$ cat config.mk
export PLATFORM = sky130hd
export DESIGN_NAME = urm_serial_sig
export DESIGN_NICKNAME = d
export VERILOG_FILES = /design/src/include/urm_pkg.sv /design/src/rtl/urm_serial_sig.sv /design/src/rtl/urm_ring_det.sv /design/src/rtl/urm_rx_ready.sv
export SDC_FILE = /design/constraint.sdc
export NUM_CORES = 1
export LEC_CHECK = 0
export BUFFER_PORTS_ARGS = -buffer_cell sky130_fd_sc_hd__buf_2
export CAP_MARGIN = 20
export CORE_MARGIN = 2
export CORE_UTILIZATION = 27
export DETAILED_ROUTE_END_ITERATION = 10
export PLACE_DENSITY_LB_ADDON = 0.15
export SLEW_MARGIN = 0
export SYNTH_ARGS = -nofsm -noshare
export SYNTH_HDL_FRONTEND = slang
export SYNTH_HIERARCHICAL = 1
export SYNTH_SLANG_ARGS = --single-unit
$ cat constraint.sdc
create_clock -name clk -period 2.9 [get_ports clk]
set_clock_uncertainty 0.1 [all_clocks]
set_input_delay 0.145 -clock clk [delete_from_list [all_inputs] [get_ports clk]]
set_output_delay 0.145 -clock clk [all_outputs]
set_load 0.05 [all_outputs]
$ cat src/include/urm_pkg.sv
// Package: register map, field layouts and carriers of the serial signalling block
//
// Behaviour
// - Modem status bit 6 shows the current ring input level of the channel.
// - Modem status bit 2 sets when ring input rose since the last status read.
// - Ring rise with modem-status interrupt enabled raises that channel's interrupt.
// - Reset clears every internal register of both channels.
// - Send request output goes low when software sets the control request bit.
// - Send request is high on reset, in loopback, or when control bit 1 clears.
// - Auto mode: receive threshold logic forces send request high regardless of software.
// - With FIFO enabled, FIFO control bit 3 picks receive DMA mode 0 or 1.
// - Without FIFO only DMA mode 0 is used, whatever the mode bit says.
// - Mode 0: receive ready low while at least one character is held.
// - Mode 0: receive ready returns high once no characters remain.
// - Mode 1: receive ready goes low on trigger level or character timeout.
// - Mode 1: once low, receive ready stays low until receive side fully empty.
// - Channel interrupt is high for enabled error, data, transmit empty or modem change.
package urm_pkg;

  localparam int NUM_CH = 2;
  localparam int REG_W  = 8;
  localparam int ADR_W  = 4;

  // Per-channel register offsets
  localparam logic [ADR_W-1:0] OFS_MCTL [NUM_CH] = '{4'h0, 4'h4};
  localparam logic [ADR_W-1:0] OFS_FCR  [NUM_CH] = '{4'h1, 4'h5};
  localparam logic [ADR_W-1:0] OFS_MSTS [NUM_CH] = '{4'h2, 4'h6};
  localparam logic [ADR_W-1:0] OFS_IER  [NUM_CH] = '{4'h3, 4'h7};
  // Shared interrupt registers
  localparam logic [ADR_W-1:0] OFS_IRQ_STS = 4'h8;
  localparam logic [ADR_W-1:0] OFS_IRQ_MSK = 4'h9;

  // Modem status bit positions
  localparam int MSTS_EDGE_BIT = 2;
  localparam int MSTS_RING_BIT = 6;

  // Sticky status layout: ring rise per channel, then ready activation per channel
  localparam int IRQ_W        = 2 * NUM_CH;
  localparam int IRQ_RING_POS = 0;
  localparam int IRQ_RDY_POS  = NUM_CH;

  typedef struct packed {
    logic [1:0] rsv_hi;
    logic       auto_rts;
    logic       loop;
    logic [1:0] rsv_mid;
    logic       rts;
    logic       rsv_lo;
  } urm_mctl_type;

  typedef struct packed {
    logic [3:0] rsv_hi;
    logic       dma_mode;
    logic [1:0] rsv_mid;
    logic       fifo_en;
  } urm_fcr_type;

  typedef struct packed {
    logic [3:0] rsv;
    logic       modem_st;
    logic       line_st;
    logic       tx_empty;
    logic       rx_data;
  } urm_ier_type;

  // Receive and transmit side state of one channel
  typedef struct packed {
    logic rx_empty;
    logic trig_hit;
    logic timeout;
    logic thresh_hit;
    logic rx_error;
    logic data_avail;
    logic thr_empty;
  } urm_rx_side_type;

  localparam urm_mctl_type     MCTL_RST = 8'h00;
  localparam urm_fcr_type      FCR_RST  = 8'h00;
  localparam urm_ier_type      IER_RST  = 8'h00;
  localparam logic [IRQ_W-1:0] IRQ_RST  = 4'h0;

  typedef enum logic {
    RDY_IDLE = 1'b0,
    RDY_HOLD = 1'b1
  } urm_rdy_state_type;

endpackage : urm_pkg

$ cat src/rtl/urm_serial_sig.sv
// Top of the dual-channel ready, send request and ring status logic
`timescale 1ns/1ns
`default_nettype none
module urm_serial_sig #(
  parameter int DATA_W = 8
) (
  input  wire logic                    clk,
  input  wire logic                    nrst,
  input  wire logic [urm_pkg::ADR_W-1:0] addr,
  input  wire logic [DATA_W-1:0]       wr_data,
  input  wire logic                    wr_en,
  input  wire logic                    rd_en,
  output logic [DATA_W-1:0]            rd_data,
  input  wire logic                    ring_in_ch0,
  input  wire logic                    ring_in_ch1,
  input  wire urm_pkg::urm_rx_side_type rx_side_ch0,
  input  wire urm_pkg::urm_rx_side_type rx_side_ch1,
  output logic                         send_request_ch0_n,
  output logic                         send_request_ch1_n,
  output logic                         rx_dma_ready_ch0_n,
  output logic                         rx_dma_ready_ch1_n,
  output logic                         serial_irq_ch0,
  output logic                         serial_irq_ch1,
  output logic                         irq
);
  import urm_pkg::*;

  // Registers are a byte wide; a narrower bus cannot carry them
  if (DATA_W < REG_W) begin : g_bad_width
    $error("DATA_W must be at least REG_W");
  end

  urm_mctl_type      mctl_r   [NUM_CH];
  urm_fcr_type       fcr_r    [NUM_CH];
  urm_ier_type       ier_r    [NUM_CH];
  logic              rts_n_r  [NUM_CH];
  logic              sirq_r   [NUM_CH];
  logic              ring_lvl [NUM_CH];
  logic              ring_edge[NUM_CH];
  logic              ring_rise[NUM_CH];
  logic              rdy_n    [NUM_CH];
  logic              rdy_act  [NUM_CH];
  logic              ring_in  [NUM_CH];
  urm_rx_side_type   rx_side  [NUM_CH];
  logic [IRQ_W-1:0]  irq_sts_r;
  logic [IRQ_W-1:0]  irq_msk_r;
  logic [IRQ_W-1:0]  irq_ev;
  logic [DATA_W-1:0] rd_data_r;
  logic              irq_r;

  // Named pins onto channel arrays
  assign ring_in[0] = ring_in_ch0;
  assign ring_in[1] = ring_in_ch1;
  assign rx_side[0] = rx_side_ch0;
  assign rx_side[1] = rx_side_ch1;

  // Every output comes from a flop
  assign send_request_ch0_n = rts_n_r[0];
  assign send_request_ch1_n = rts_n_r[1];
  assign rx_dma_ready_ch0_n = rdy_n[0];
  assign rx_dma_ready_ch1_n = rdy_n[1];
  assign serial_irq_ch0     = sirq_r[0];
  assign serial_irq_ch1     = sirq_r[1];
  assign rd_data            = rd_data_r;
  assign irq                = irq_r;

  // One copy of the channel logic per channel, nothing shared
  for (genvar i = 0; i < NUM_CH; i++) begin : g_ch

    // Control register writes, decoded per channel
    always_ff @(posedge clk or negedge nrst) begin
      if (!nrst) begin
        mctl_r[i] <= MCTL_RST;
        fcr_r[i] <= FCR_RST;
        ier_r[i] <= IER_RST;
      end else if (wr_en) begin
        if (addr == OFS_MCTL[i]) begin
          mctl_r[i] <= urm_mctl_type'(wr_data[REG_W-1:0]);
        end
        if (addr == OFS_FCR[i]) begin
          fcr_r[i] <= urm_fcr_type'(wr_data[REG_W-1:0]);
        end
        if (addr == OFS_IER[i]) begin
          ier_r[i] <= urm_ier_type'(wr_data[REG_W-1:0]);
        end
      end
    end

    // Ring level and edge flag; a status read clears the flag
    urm_ring_det u_ring (
      .clk        (clk),
      .nrst       (nrst),
      .ring_in    (ring_in[i]),
      .status_rd  (rd_en && (addr == OFS_MSTS[i])),
      .ring_lvl_r (ring_lvl[i]),
      .edge_flag_r(ring_edge[i]),
      .rise_r     (ring_rise[i])
    );

    // Receive DMA ready
    urm_rx_ready u_rdy (
      .clk          (clk),
      .nrst         (nrst),
      .fifo_en      (fcr_r[i].fifo_en),
      .dma_mode     (fcr_r[i].dma_mode),
      .rx_empty     (rx_side[i].rx_empty),
      .trig_hit     (rx_side[i].trig_hit),
      .timeout      (rx_side[i].timeout),
      .rdy_n_r      (rdy_n[i]),
      .went_active_r(rdy_act[i])
    );

    // Send request: software bit, loopback and threshold override
    always_ff @(posedge clk or negedge nrst) begin
      if (!nrst) begin
        rts_n_r[i] <= 1'b1;
      end else begin
        rts_n_r[i] <= ~mctl_r[i].rts | mctl_r[i].loop
                      | (mctl_r[i].auto_rts & rx_side[i].thresh_hit);
      end
    end

    // Channel interrupt from enabled sources, modem change via edge flag
    always_ff @(posedge clk or negedge nrst) begin
      if (!nrst) begin
        sirq_r[i] <= 1'b0;
      end else begin
        sirq_r[i] <= (ier_r[i].rx_data  & rx_side[i].data_avail)
                   | (ier_r[i].tx_empty & rx_side[i].thr_empty)
                   | (ier_r[i].line_st  & rx_side[i].rx_error)
                   | (ier_r[i].modem_st & ring_edge[i]);
      end
    end

    assign irq_ev[IRQ_RING_POS + i] = ring_rise[i];
    assign irq_ev[IRQ_RDY_POS + i]  = rdy_act[i];
  end

  // Sticky status: write one to clear, a new event in the same cycle wins
  always_ff @(posedge clk or negedge nrst) begin
    if (!nrst) begin
      irq_sts_r <= IRQ_RST;
    end else if (wr_en && (addr == OFS_IRQ_STS)) begin
      irq_sts_r <= irq_ev | (irq_sts_r & ~wr_data[IRQ_W-1:0]);
    end else begin
      irq_sts_r <= irq_ev | irq_sts_r;
    end
  end

  // Interrupt mask
  always_ff @(posedge clk or negedge nrst) begin
    if (!nrst) begin
      irq_msk_r <= IRQ_RST;
    end else if (wr_en && (addr == OFS_IRQ_MSK)) begin
      irq_msk_r <= wr_data[IRQ_W-1:0];
    end
  end

  // Level interrupt; one cycle behind status to keep the output on a flop
  always_ff @(posedge clk or negedge nrst) begin
    if (!nrst) begin
      irq_r <= 1'b0;
    end else begin
      irq_r <= |(irq_sts_r & irq_msk_r);
    end
  end

  // Read data valid only in the cycle after the strobe; unmapped reads zero
  always_ff @(posedge clk or negedge nrst) begin
    if (!nrst) begin
      rd_data_r <= '0;
    end else begin
      rd_data_r <= '0;
      if (rd_en) begin
        for (int c = 0; c < NUM_CH; c++) begin
          if (addr == OFS_MCTL[c]) begin
            rd_data_r <= DATA_W'(mctl_r[c]);
          end
          if (addr == OFS_FCR[c]) begin
            rd_data_r <= DATA_W'(fcr_r[c]);
          end
          if (addr == OFS_IER[c]) begin
            rd_data_r <= DATA_W'(ier_r[c]);
          end
          if (addr == OFS_MSTS[c]) begin
            rd_data_r                 <= '0;
            rd_data_r[MSTS_RING_BIT]  <= ring_lvl[c];
            rd_data_r[MSTS_EDGE_BIT]  <= ring_edge[c];
          end
        end
        if (addr == OFS_IRQ_STS) begin
          rd_data_r <= DATA_W'(irq_sts_r);
        end
        if (addr == OFS_IRQ_MSK) begin
          rd_data_r <= DATA_W'(irq_msk_r);
        end
      end
    end
  end
endmodule : urm_serial_sig
`default_nettype wire

$ cat src/rtl/urm_ring_det.sv
// Ring input level capture and rising edge flag of one channel
`timescale 1ns/1ns
`default_nettype none
module urm_ring_det (
  input  wire logic clk,
  input  wire logic nrst,
  input  wire logic ring_in,
  input  wire logic status_rd,
  output logic      ring_lvl_r,
  output logic      edge_flag_r,
  output logic      rise_r
);
  import urm_pkg::*;

  logic rise;

  assign rise = ring_in & ~ring_lvl_r;

  // Level capture and edge pulse
  always_ff @(posedge clk or negedge nrst) begin
    if (!nrst) begin
      ring_lvl_r <= 1'b0;
      rise_r     <= 1'b0;
    end else begin
      ring_lvl_r <= ring_in;
      rise_r     <= rise;
    end
  end

  // Set wins over read clear, so an edge in the read cycle survives
  always_ff @(posedge clk or negedge nrst) begin
    if (!nrst) begin
      edge_flag_r <= 1'b0;
    end else begin
      edge_flag_r <= rise | (edge_flag_r & ~status_rd);
    end
  end
endmodule : urm_ring_det
`default_nettype wire

$ cat src/rtl/urm_rx_ready.sv
// Receive DMA ready generator of one channel, modes 0 and 1
`timescale 1ns/1ns
`default_nettype none
module urm_rx_ready (
  input  wire logic            clk,
  input  wire logic            nrst,
  input  wire logic            fifo_en,
  input  wire logic            dma_mode,
  input  wire logic            rx_empty,
  input  wire logic            trig_hit,
  input  wire logic            timeout,
  output logic                 rdy_n_r,
  output logic                 went_active_r
);
  import urm_pkg::*;

  urm_rdy_state_type state_r;
  urm_rdy_state_type state_nxt;
  logic              multi;
  logic              rdy_n_nxt;

  // Mode 1 only when FIFO is on; compatibility mode forces mode 0
  assign multi = fifo_en & dma_mode;

  // Next state and output
  always_comb begin
    state_nxt = state_r;
    rdy_n_nxt = 1'b1;
    case (state_r)
      RDY_IDLE: begin
        if (multi && !rx_empty && (trig_hit || timeout)) begin
          state_nxt = RDY_HOLD;
        end
      end
      RDY_HOLD: begin
        if (rx_empty || !multi) begin
          state_nxt = RDY_IDLE;
        end
      end
      default: state_nxt = RDY_IDLE;
    endcase
    if (multi) begin
      rdy_n_nxt = (state_nxt == RDY_IDLE);
    end else begin
      rdy_n_nxt = rx_empty;
    end
  end

  // State, output and activation pulse
  always_ff @(posedge clk or negedge nrst) begin
    if (!nrst) begin
      state_r       <= RDY_IDLE;
      rdy_n_r       <= 1'b1;
      went_active_r <= 1'b0;
    end else begin
      state_r       <= state_nxt;
      rdy_n_r       <= rdy_n_nxt;
      went_active_r <= rdy_n_r & ~rdy_n_nxt;
    end
  end
endmodule : urm_rx_ready
`default_nettype wire

# After elaboration in Yosys (flattened, before gate mapping)
# Cells that the tools add are included.
# word_totals
output_inout_bits	15
word_cells	150
regBits	81
# op_classes
mux	20
eq_ne	9
n_reduce_logical	24
bitwise_logic	47
# op_table
op	n
8-bit two-way mux	11
1-bit AND	18
4-bit by 3-bit equality test with 1-bit output, second input constant	4
1-bit inverter	12
1-bit OR	12
2-bit AND reduction	6
4-bit AND	2
4-bit by 2-bit equality test with 1-bit output, second input constant	2
4-bit equality test, second input constant	2
1-bit logical AND	8
4-bit OR	2
1-bit two-way mux	6
4-bit by 1-bit equality test with 1-bit output, second input constant	1
1-bit zero test	4
4-bit zero test	1
1-bit logical OR	4
4-bit two-way mux	1
4-bit inverter	1
1-bit one-hot mux with 2 select lines	2
4-bit OR reduction	1

# Longest topological paths before layout
# Gate-level depths: netlist of the first run.
# logic_depth
word_depth	12
ltp_mapped	7

# Hierarchy
# Netlist of the first run, hierarchy kept.
# by_module_without_submodules
mod	cells_per_inst	seq_area_each_um2	area_each_um2	instances
urm_serial_sig	255	1729.2	3234.4	1
urm_rx_ready	9	76.3	116.4	2
urm_ring_det	6	75.1	100.1	2

# Worst setup path before layout of the first run
# OpenSTA, ideal clock, no wires.
# synth_path
kind	input to register
start	input port addr[0] (netlist name)
end	register ier_r[10] (netlist name)
path_buffers	2
required_time_ns	2.675
setup_time_ns	0.125
stages	5
arrival_time_ns	1.067
path_slack_ns	1.609
cell_sequence	buf_4 -> and2_1 -> buf_4 -> nand3_2 -> mux2_2
# synth_between
elab_chain_len	2
# synth_rtl
element	line_no	source
start, declared	urm_serial_sig.sv:9	input wire logic [urm_pkg::ADR_W-1:0] addr,
4-bit by 2-bit equality test with 1-bit output	urm_serial_sig.sv:83	if (addr == OFS_IER[i]) begin
2-bit AND reduction (no line)	-	
end signal, assigned by index	urm_serial_sig.sv:84	ier_r[i] <= urm_ier_type'(wr_data[REG_W-1:0]);
end, declared	urm_serial_sig.sv:35	urm_ier_type ier_r [NUM_CH];
# Every way passes these cells.
# A chain may end at the register's enable or synchronous reset.

# Final worst setup path of the first run
# layout_path
start	register ier_r[1] (netlist name)
end	register sirq_r, in the netlist serial_irq_ch1
# layout_between
elab_chain_len	4
# layout_rtl
element	line_no	source
1-bit AND	urm_serial_sig.sv:129	| (ier_r[i].tx_empty & rx_side[i].thr_empty)
1-bit OR	urm_serial_sig.sv:129	
1-bit OR	urm_serial_sig.sv:130	| (ier_r[i].line_st & rx_side[i].rx_error)
1-bit OR	urm_serial_sig.sv:131	| (ier_r[i].modem_st & ring_edge[i]);
end signal, assigned by index	urm_serial_sig.sv:128	sirq_r[i] <= (ier_r[i].rx_data & rx_side[i].data_avail)
end, declared	urm_serial_sig.sv:37	logic sirq_r [NUM_CH];
# Every way passes these cells.

==> results.json, run 1 <==
{
  "status": "complete, no violations",
  "core_sq_um": 13200,
  "pwr_density_cell_nw_per_um2": 681,
  "start_util_pct": 27.7,
  "dp_hpwl_mm": 6.18,
  "crit_top_cell": "dlygate4sd3_1",
  "dp_cells": 496,
  "hold-worst-slack_ns": 0.0130,
  "grt_pass1_vias": 2619,
  "syn_area_sq_um": 3670,
  "synthFlopType": "dfrtp_1",
  "antenna_found_initial": 0,
  "slew_viol_final": 0,
  "synth_compound_area_share_pct": 10.6,
  "finalSetupViolations": 0,
  "ctsRootBufferMaster": "clkbuf_16",
  "wl_per_cell_um": 16.9,
  "syn_nets": 317,
  "rows": 42,
  "critPathKind": "reg2reg",
  "finalSetupTns_ns": 0,
  "gp_congestion": 0.776,
  "worst_path_max_delay_cell": "dlygate4sd3_1",
  "syn-mean-instance-area_sq_um": 12.9,
  "cts_tree": "built",
  "htreeDepth": 3,
  "tightest_slew_ns": 0.596,
  "synth-seq-cells": 81,
  "cts.sinks": 81,
  "max_stage_delay_ns": 0.56,
  "fin_ws_ns": 0.947,
  "drive_above_1_share_pct": 37.9,
  "diodes": 0,
  "grt_max_degree": 82,
  "crit_chain": "a22oi_1, dlygate4sd3_1, nand2_1, dlygate4sd3_1",
  "async_reset_ff_share_pct": 100,
  "power_leakage_nw": 1.92,
  "critPathLaunchType": "flop",
  "overflow": 0,
  "grt_use_total_pct": 12.9,
  "muxShareOfSynthArea_pct": 19.9,
  "port_buffers": 46,
  "crit_path_end_kind": "flop",
  "period_share_pct": 67.4,
  "synth_seq_area_share_pct": 55.4,
  "first_pass_iters": 6,
  "required_ns": 3.01,
  "synth_xor_area_share_pct": 0,
  "synth_top_area_share_pct": 52.5,
  "max_freq_mhz": 512,
  "yosysUniqueCellTypes": 41,
  "yosys.area_share.simple_pct": 11.6,
  "synth_warnings": 6,
  "synth_top_area_cell": "dfrtp_1",
  "fin_cells": 524,
  "clockBufferDepth": 2,
  "die_w_um": 121,
  "post-route-util_pct": 33.7,
  "cap_violations": 0,
  "dieArea_sq_um": 14500,
  "hold_viol_final": 0,
  "synthAdderAreaFrac_pct": 0,
  "hold_path.class": "in2reg",
  "drc": 0,
  "synth_top_family_by_area": "multiplexers",
  "area_growth_pct": 21.8,
  "syn_inst": 285,
  "path_clk_slew_ns": 0.06,
  "clk_latency_ns": 0.33,
  "power_mw": 3.04,
  "dp_slack_ns": 0.979,
  "ios": 47,
  "routed-via-count": 2460,
  "totalWireLength_mm": 8.84,
  "viasPerCell": 4.69,
  "cts_inserted_buffers": 9,
  "fin_crit_ns": 1.95,
  "rsz0062_at_grt": "false",
  "cts_resized": 0,
  "synth_edf_count": 0,
  "vdd_drop_max_mv": 0.252,
  "drtAntennaViolNets": 0,
  "grt_pass1_wl_mm": 14.2,
  "design_area_sq_um": 4470,
  "maxSlewHeadroom_pct": 60.3,
  "crit_path_max_fanout": 3,
  "dr.first_iter.drc_count": 148,
  "die_h_um": 121,
  "synthTopCellsByArea": "dfrtp_1 (53%), mux2_2 (17%), dfstp_2 (2.9%)",
  "cp.arrival_ns": 2.06,
  "dpl-instance-area_sq_um": 4050,
  "n_fill_cell": 1349,
  "nNetsFinal": 377
}
-- what timing repair did --
item                       in CTS  in global routing
hold endpoints to repair       91                  1
setup endpoints to repair       0                  0
hold buffers                   12                  1
buffers inserted                0                  0
-- worst max-delay path: cells and delay by family (launching register included) --
| kind | cells | cell delay [ns] |
|---|---|---|
| buf+inv | 2 | 1.10 |
| simple gates | 1 | 0.04 |
| flops | 1 | 0.42 |
| compound gates | 1 | 0.16 |
-- cell type report --
type / count / area (sq um) / share of cell area [%]
clock buffers: 13 / 250 / 5.60
flip-flops and latches: 81 / 2030 / 45.5
well taps: 176 / 220 / 4.93
clock inverters: 1 / 5.00 / 0.112
multi-input cells: 188 / 1550 / 34.6
inverters: 4 / 15.0 / 0.336
repair buffers: 61 / 398 / 8.91
-- state kept, by name (all words and copies together), names as in the netlist, 4 cells and up --
name	cells
rd_data	8
fcr_r	16
ier_r	16
irq_msk_r	4
irq_sts_r	4
mctl_r	16
-- synth_stat cells (5+ instances only) --
| cell | count |
|---|---|
| o21ai_0 | 12 |
| mux2_2 | 54 |
| mux2i_1 | 10 |
| nand3_1 | 6 |
| nand2_1 | 19 |
| nand3b_1 | 6 |
| nor2b_1 | 5 |
| o211ai_1 | 6 |
| dfrtp_1 | 77 |
| a21oi_1 | 6 |
| a21o_1 | 6 |
| buf_2 | 5 |
| a22oi_1 | 6 |
| nor2_1 | 5 |
-- power breakdown --
part | switching (mW) | internal, mW | total, mW | leakage (nW)
clock | 0.411 | 0.593 | 1.00 | 0.126
combinational | 0.295 | 0.267 | 0.562 | 0.814
sequential | 0.135 | 1.34 | 1.48 | 0.978
total | 0.841 | 2.20 | 3.04 | 1.92
-- path summary, 6_finish.rpt --
path / from / end / slack (ns) / cells past startpoint
min reg2reg: g_ch[1].u_ring/rise_r$_DFF_PN0_ / irq_sts_r[1]$_DFF_PN0_ / 0.32 / 1
min: rx_side_ch0[5] / g_ch[0].u_rdy/state_r$_DFF_PN0_ / 0.01 / 3
max: ier_r[1]$_DFFE_PN0P_ / serial_irq_ch1$_DFF_PN0_ / 0.95 / 4
max in group asynchronous: nrst / g_ch[1].u_rdy/rdy_n_r$_DFF_PN1_ / 2.01 / 3
max reg2reg: ier_r[1]$_DFFE_PN0P_ / serial_irq_ch1$_DFF_PN0_ / 0.95 / 4
min in group asynchronous: nrst / mctl_r[13]$_DFFE_PN0P_ / 0.08 / 2
-- cells by family after synthesis --
| kind of cell | after synthesis |
|---|---|
| AOI/OAI and AO/OA | 56 |
| buffers and inverters | 16 |
| DFF | 81 |
| muxes | 66 |
| and+or+nand+nor | 66 |
-- layer usage --
| metal | track usage, % | wire (um) | vias to the layer above |
|---|---|---|---|
| met4 | 6.76 | 187 | 0 |
| met1 | 17.7 | 4310 | 1224 |
| li1 | - | - | 1173 |
| met5 | 0 | 0 | - |
| met3 | 2.22 | 327 | 11 |
| met2 | 19.5 | 4010 | 52 |
-- placed cells by master, fill, tap and decap left out, drive strengths merged, types with 2 or more instances in the layout --
cell	n
nand2	19
inv	4
a311oi	2
nand2b	2
mux2i	10
and3	3
nand3b	6
clkbuf	13
o221ai	4
nor2	7
and2b	2
dfrtp	77
mux2	56
a211oi	3
o2bb2ai	3
a31o	2
buf	48
nand3	12
a21oi	6
nor3	4
dlygate4sd3	13
a21o	6
o21ai	12
a22oi	6
a31oi	4
nor2b	8
o211ai	6
dfstp	4
(Power assumes the default switching activity.)
==> inputs of run 2 (changes only) <==
Clock period 2.9 ns to 1.8 ns, I/O delays scaled along.
==> results.json, run 2 (synthesis results as in run 1) <==
{
  "status": "finished, violations left",
  "violations": "negative hold slack",
  "finalSetupViolations": 0,
  "worst_path_max_delay_cell": "dlygate4sd3_1",
  "topRoutingLayerUsed": "met4",
  "htreeDepth": 3,
  "rows": 42,
  "pwr-share-seq_pct": 46.5,
  "antenna_found_initial": 0,
  "cts_resized": 0,
  "hold_viol_final": 1,
  "met2WireLength_mm": 4.19,
  "tightest_slew_ns": 0.368,
  "drtAntennaViolNets": 0,
  "cts.sinks": 81,
  "crit_top_cell": "dlygate4sd3_1",
  "n_fill_cell": 1357,
  "path_clk_slew_ns": 0.06,
  "clkPwrFrac_pct": 35.5,
  "most-common-layout-cells": "dfrtp_1 (77), mux2_2 (54), buf_2 (45)",
  "final_common_cell": "dfrtp_1",
  "swShare_pct": 26.6,
  "crit_path_max_fanout": 3,
  "fin_crit_ns": 1.53,
  "grt_pass1_wl_mm": 14.6,
  "combPwrFrac_pct": 18.0,
  "slew_viol_final": 0,
  "clk_latency_ns": 0.33,
  "totalWireLength_mm": 8.97,
  "port_buffers": 46,
  "ios": 47,
  "top_regs": "fcr_r: 16 flops, ier_r: 16 flops, mctl_r: 16 flops",
  "viasPerCell": 4.70,
  "r2r-start": "fcr_r[10]$_DFFE_PN0P_",
  "fin_ws_ns": 0.268,
  "hold_path.class": "in2reg",
  "max_freq_mhz": 653,
  "routed-via-count": 2528,
  "ctsRootBufferMaster": "clkbuf_16",
  "crit_path_end_kind": "flop",
  "start_util_pct": 27.7,
  "hold-worst-slack_ns": -0.00351,
  "dp_hpwl_mm": 6.53,
  "rsz0062_at_grt": "false",
  "gp_congestion": 0.763,
  "min_from": "rx_side_ch1[5]",
  "grt_pass1_vias": 2666,
  "cp-startpoint": "rx_side_ch1[4]",
  "clockBufferDepth": 2,
  "dieArea_sq_um": 14500,
  "power.net_switching_mw": 1.36,
  "die_w_um": 121,
  "die_h_um": 121,
  "dp_slack_ns": 0.220,
  "power_leakage_nw": 2.00,
  "grt_use_total_pct": 13.3,
  "whs_path_depth": 3,
  "critPathLaunchType": "input pin",
  "diodes": 0,
  "rr_worst_depth": 4,
  "overflow": 0,
  "wl_met1_mm": 4.36,
  "area_growth_pct": 25.8,
  "timing.critical_path.buf_inv": 3,
  "internal_power_mw": 3.74,
  "first_pass_iters": 4,
  "drive_above_1_share_pct": 39.2,
  "finalSetupTns_ns": 0,
  "vdd_drop_max_mv": 0.433,
  "rrSetupSlack_ns": 0.32,
  "drc": 0,
  "cts_hold_buf": 19,
  "max_stage_delay_ns": 0.59,
  "post-route-util_pct": 34.8,
  "crit_chain": "dlygate4sd3_1, buf_2, nor3_2, dlygate4sd3_1, a31o_1",
  "wl_per_cell_um": 16.7,
  "min_delay_worst_endpoint": "g_ch[1].u_rdy/state_r$_DFF_PN0_",
  "grt_max_degree": 44,
  "cap_violations": 0,
  "register_area_sq_um": 2030,
  "required_ns": 1.97,
  "multiInputGateArea_sq_um": 1550,
  "cp.arrival_ns": 1.70,
  "cts_tree": "built",
  "pwr_density_cell_nw_per_um2": 1110,
  "crit_family": "buffers and inverters",
  "dr.first_iter.drc_count": 126,
  "nNetsFinal": 390,
  "regToRegEndpoint": "rd_data[2]$_DFF_PN0_",
  "core_sq_um": 13200,
  "cts_inserted_buffers": 9,
  "period_share_pct": 85.1,
  "maxSlewHeadroom_pct": 75.4,
  "post_cts_buffers": 0,
  "wl_met3_um": 304,
  "critPathKind": "in2reg"
}
[run 2: changes by cell type in the layout (fill, tap and decap cells not counted), sizes merged]
cell         delta
buf             +7
bufinv          +1
clkbuf          -1
clkinv          +1
dlygate4sd3     +6
[run 2: worst max-delay path by stage]
| stage | depth (start not counted) | slack [ns] | endpoint |
|---|---|---|---|
| final | 5 | 0.27 | g_ch[1].u_rdy/rdy_n_r$_DFF_PN1_ |
| after global routing | 5 | 0.21 | g_ch[1].u_rdy/rdy_n_r$_DFF_PN1_ |
| after CTS | 5 | 0.28 | g_ch[1].u_rdy/rdy_n_r$_DFF_PN1_ |
| after detailed placement | 6 | 0.22 | rd_data[2]$_DFF_PN0_ |
| after global placement | 6 | 0.24 | rd_data[2]$_DFF_PN0_ |
| after floorplan | 4 | 0.55 | rd_data[2]$_DFF_PN0_ |
[run 2: power groups by stage]
| stage | logic (mW) | clock network (mW) | registers (mW) |
|---|---|---|---|
| 4_1_cts | 0.935 | 1.87 | 2.38 |
| 3_3_place_gp | 0.879 | 0 | 2.41 |
| 3_5_place_dp | 0.891 | 0 | 2.41 |
| 6_report | 0.919 | 1.81 | 2.37 |
| 5_1_grt | 1.01 | 1.96 | 2.42 |
| 2_1_floorplan | 0.493 | 0 | 2.49 |
[run 2: through the flow]
| step | instances | power [mW] | area, sq um | hold WS (ns) |
|---|---|---|---|---|
| final | 538 | 5.10 | 4610 | -0.00351 |
| after global routing | 538 | 5.39 | 4610 | 0.0164 |
| after CTS | 538 | 5.18 | 4610 | 0.000165 |
| after detailed placement | 504 | 3.30 | 4130 | -0.0815 |
| after global placement | 504 | 3.29 | 4130 | -0.0838 |
| after floorplan | 285 | 2.98 | 3670 | -0.306 |
[run 2: layer usage]
layer  vias to the layer above  track usage, %
li1                       1196               -
met1                      1286            18.7
met2                        39            20.6
met3                         7            2.97
met4                         0            3.92
met5                         -               0
[run 2: final cells by class]
cell class                      instances  share of cell area, %
Clock buffer                           12                   5.56
Clock inverter                          3                  0.868
Inverter                                4                  0.325
Multi-Input combinational cell        188                   33.5
Sequential cell                        81                   44.0
Tap cell                              176                   4.77
Timing Repair Buffer                   74                   10.9
[run 2: tightest hold or removal path: stages]
cell,delay [ns]
buf_2,0.08
nor3_2,0.04
nor3_1,0.14
==> inputs of run 3 (changes only) <==
Settings changed: CORE_ASPECT_RATIO set to 0.6.
==> results.json, run 3 (synthesis results as in run 1) <==
{
  "cts.sinks": 81,
  "pwr_density_cell_nw_per_um2": 1130,
  "drtAntennaViolNets": 0,
  "overflow": 0,
  "nNetsFinal": 390,
  "htreeDepth": 3,
  "area_growth_pct": 26.9,
  "totalWireLength_mm": 9.97,
  "start_util_pct": 28.1,
  "most-common-layout-cells": "dfrtp_1 (77), mux2_2 (54), buf_2 (45)",
  "max_freq_mhz": 663,
  "critPathKind": "in2reg",
  "ios": 47,
  "cts_resized": 0,
  "cap_violations": 0,
  "gp_congestion": 0.792,
  "cts_inserted_buffers": 9,
  "grt_max_degree": 47,
  "drc": 0,
  "clk_latency_ns": 0.34,
  "path_clk_slew_ns": 0.06,
  "maxSlewHeadroom_pct": 63.9,
  "fin_crit_ns": 1.51,
  "dp_slack_ns": 0.141,
  "die_h_um": 94.3,
  "crit_path_end_kind": "flop",
  "grt_pass1_wl_mm": 15.8,
  "first_pass_iters": 4,
  "tightest_slew_ns": 0.536,
  "top_regs": "fcr_r: 16 flops, ier_r: 16 flops, mctl_r: 16 flops",
  "finalSetupTns_ns": 0,
  "cp.arrival_ns": 1.69,
  "n_fill_cell": 1313,
  "drive_above_1_share_pct": 38.6,
  "power_mw": 5.27,
  "grt_pass1_vias": 2584,
  "hold_viol_final": 0,
  "ctsRootBufferMaster": "clkbuf_16",
  "cts_tree": "built",
  "vdd_drop_max_mv": 0.425,
  "hold_path.class": "in2reg",
  "port_buffers": 46,
  "period_share_pct": 83.9,
  "grt_use_total_pct": 14.8,
  "viasPerCell": 4.80,
  "fin_ws_ns": 0.291,
  "power_leakage_nw": 2.01,
  "rows": 32,
  "wl_per_cell_um": 18.7,
  "dieArea_sq_um": 14600,
  "dp_hpwl_mm": 7.30,
  "status": "complete, no violations",
  "die_w_um": 154,
  "rsz0062_at_grt": "false",
  "critPathLaunchType": "input pin",
  "dpl-instance-area_sq_um": 4130,
  "design_area_sq_um": 4650,
  "routed-via-count": 2559,
  "clockBufferDepth": 2,
  "post-route-util_pct": 35.6,
  "slew_viol_final": 0,
  "antenna_found_initial": 0,
  "dr.first_iter.drc_count": 138,
  "final_common_cell": "dfrtp_1",
  "finalSetupViolations": 0,
  "required_ns": 1.98,
  "core_sq_um": 13100,
  "diodes": 0,
  "crit_path_max_fanout": 2
}
run 3: worst paths after layout:
path / from / slack [ns] / to / cells past startpoint
hold reg to reg: g_ch[1].u_ring/rise_r$_DFF_PN0_ / 0.32 / irq_sts_r[1]$_DFF_PN0_ / 1
setup reg to reg: fcr_r[8]$_DFFE_PN0P_ / 0.37 / rd_data[0]$_DFF_PN0_ / 4
setup / recovery: rx_side_ch0[4] / 0.29 / g_ch[0].u_rdy/rdy_n_r$_DFF_PN1_ / 5
min in group asynchronous: nrst / 0.06 / rd_data[7]$_DFF_PN0_ / 2
max in group asynchronous: nrst / 0.93 / send_request_ch0_n$_DFF_PN1_ / 3
hold / removal: wr_data[5] / 0.02 / mctl_r[13]$_DFFE_PN0P_ / 2
run 3: metrics by stage:
stage          instances  hold WS, ns
3_5_place_dp         496       -0.135
3_3_place_gp         496       -0.133
5_1_grt              533       0.0242
6_report             533       0.0242
2_1_floorplan        285       -0.306
4_1_cts              533       0.0186
run 3: power breakdown:
| group | internal [mW] | switching (mW) | total [mW] |
|---|---|---|---|
| Sequential | 2.16 | 0.217 | 2.38 |
| Combinational | 0.447 | 0.510 | 0.957 |
| Clock | 1.21 | 0.720 | 1.93 |
| Total | 3.82 | 1.45 | 5.27 |
run 3: what timing repair did:
action | in CTS | in global routing
hold endpoints to repair | 106 | 0
buffers inserted | 0 | 0
hold buffers | 21 | 0
endpoints found under the setup margin | 0 | 0
run 3: area by class of cell:
type                    instances  area, sq um  share of cell area, %
well taps                     170          213                   4.57
flip-flops and latches         81         2030                   43.7
clock inverters                 5         80.1                   1.72
repair buffers                 74          533                   11.5
multi-input cells             188         1550                   33.2
clock buffers                  11          233                   5.00
inverters                       4         15.0                  0.323
run 3: critical path: stages:
cell and delay, ns:
dlygate4sd3_1 0.53, buf_2 0.12, nor3_2 0.19, dlygate4sd3_1 0.60, a31o_1 0.15
run 3: layer usage:
| metal | vias to the layer above | GRT usage, % | share of wire (%) | routed length, um |
|---|---|---|---|---|
| met5 | - | 0 | 0 | 0 |
| met4 | 0 | 2.31 | 0.38 | 38 |
| met3 | 4 | 4.94 | 4.3 | 428 |
| met2 | 61 | 18.9 | 38 | 3750 |
| met1 | 1295 | 23.8 | 58 | 5740 |
| li1 | 1199 | - | - | - |
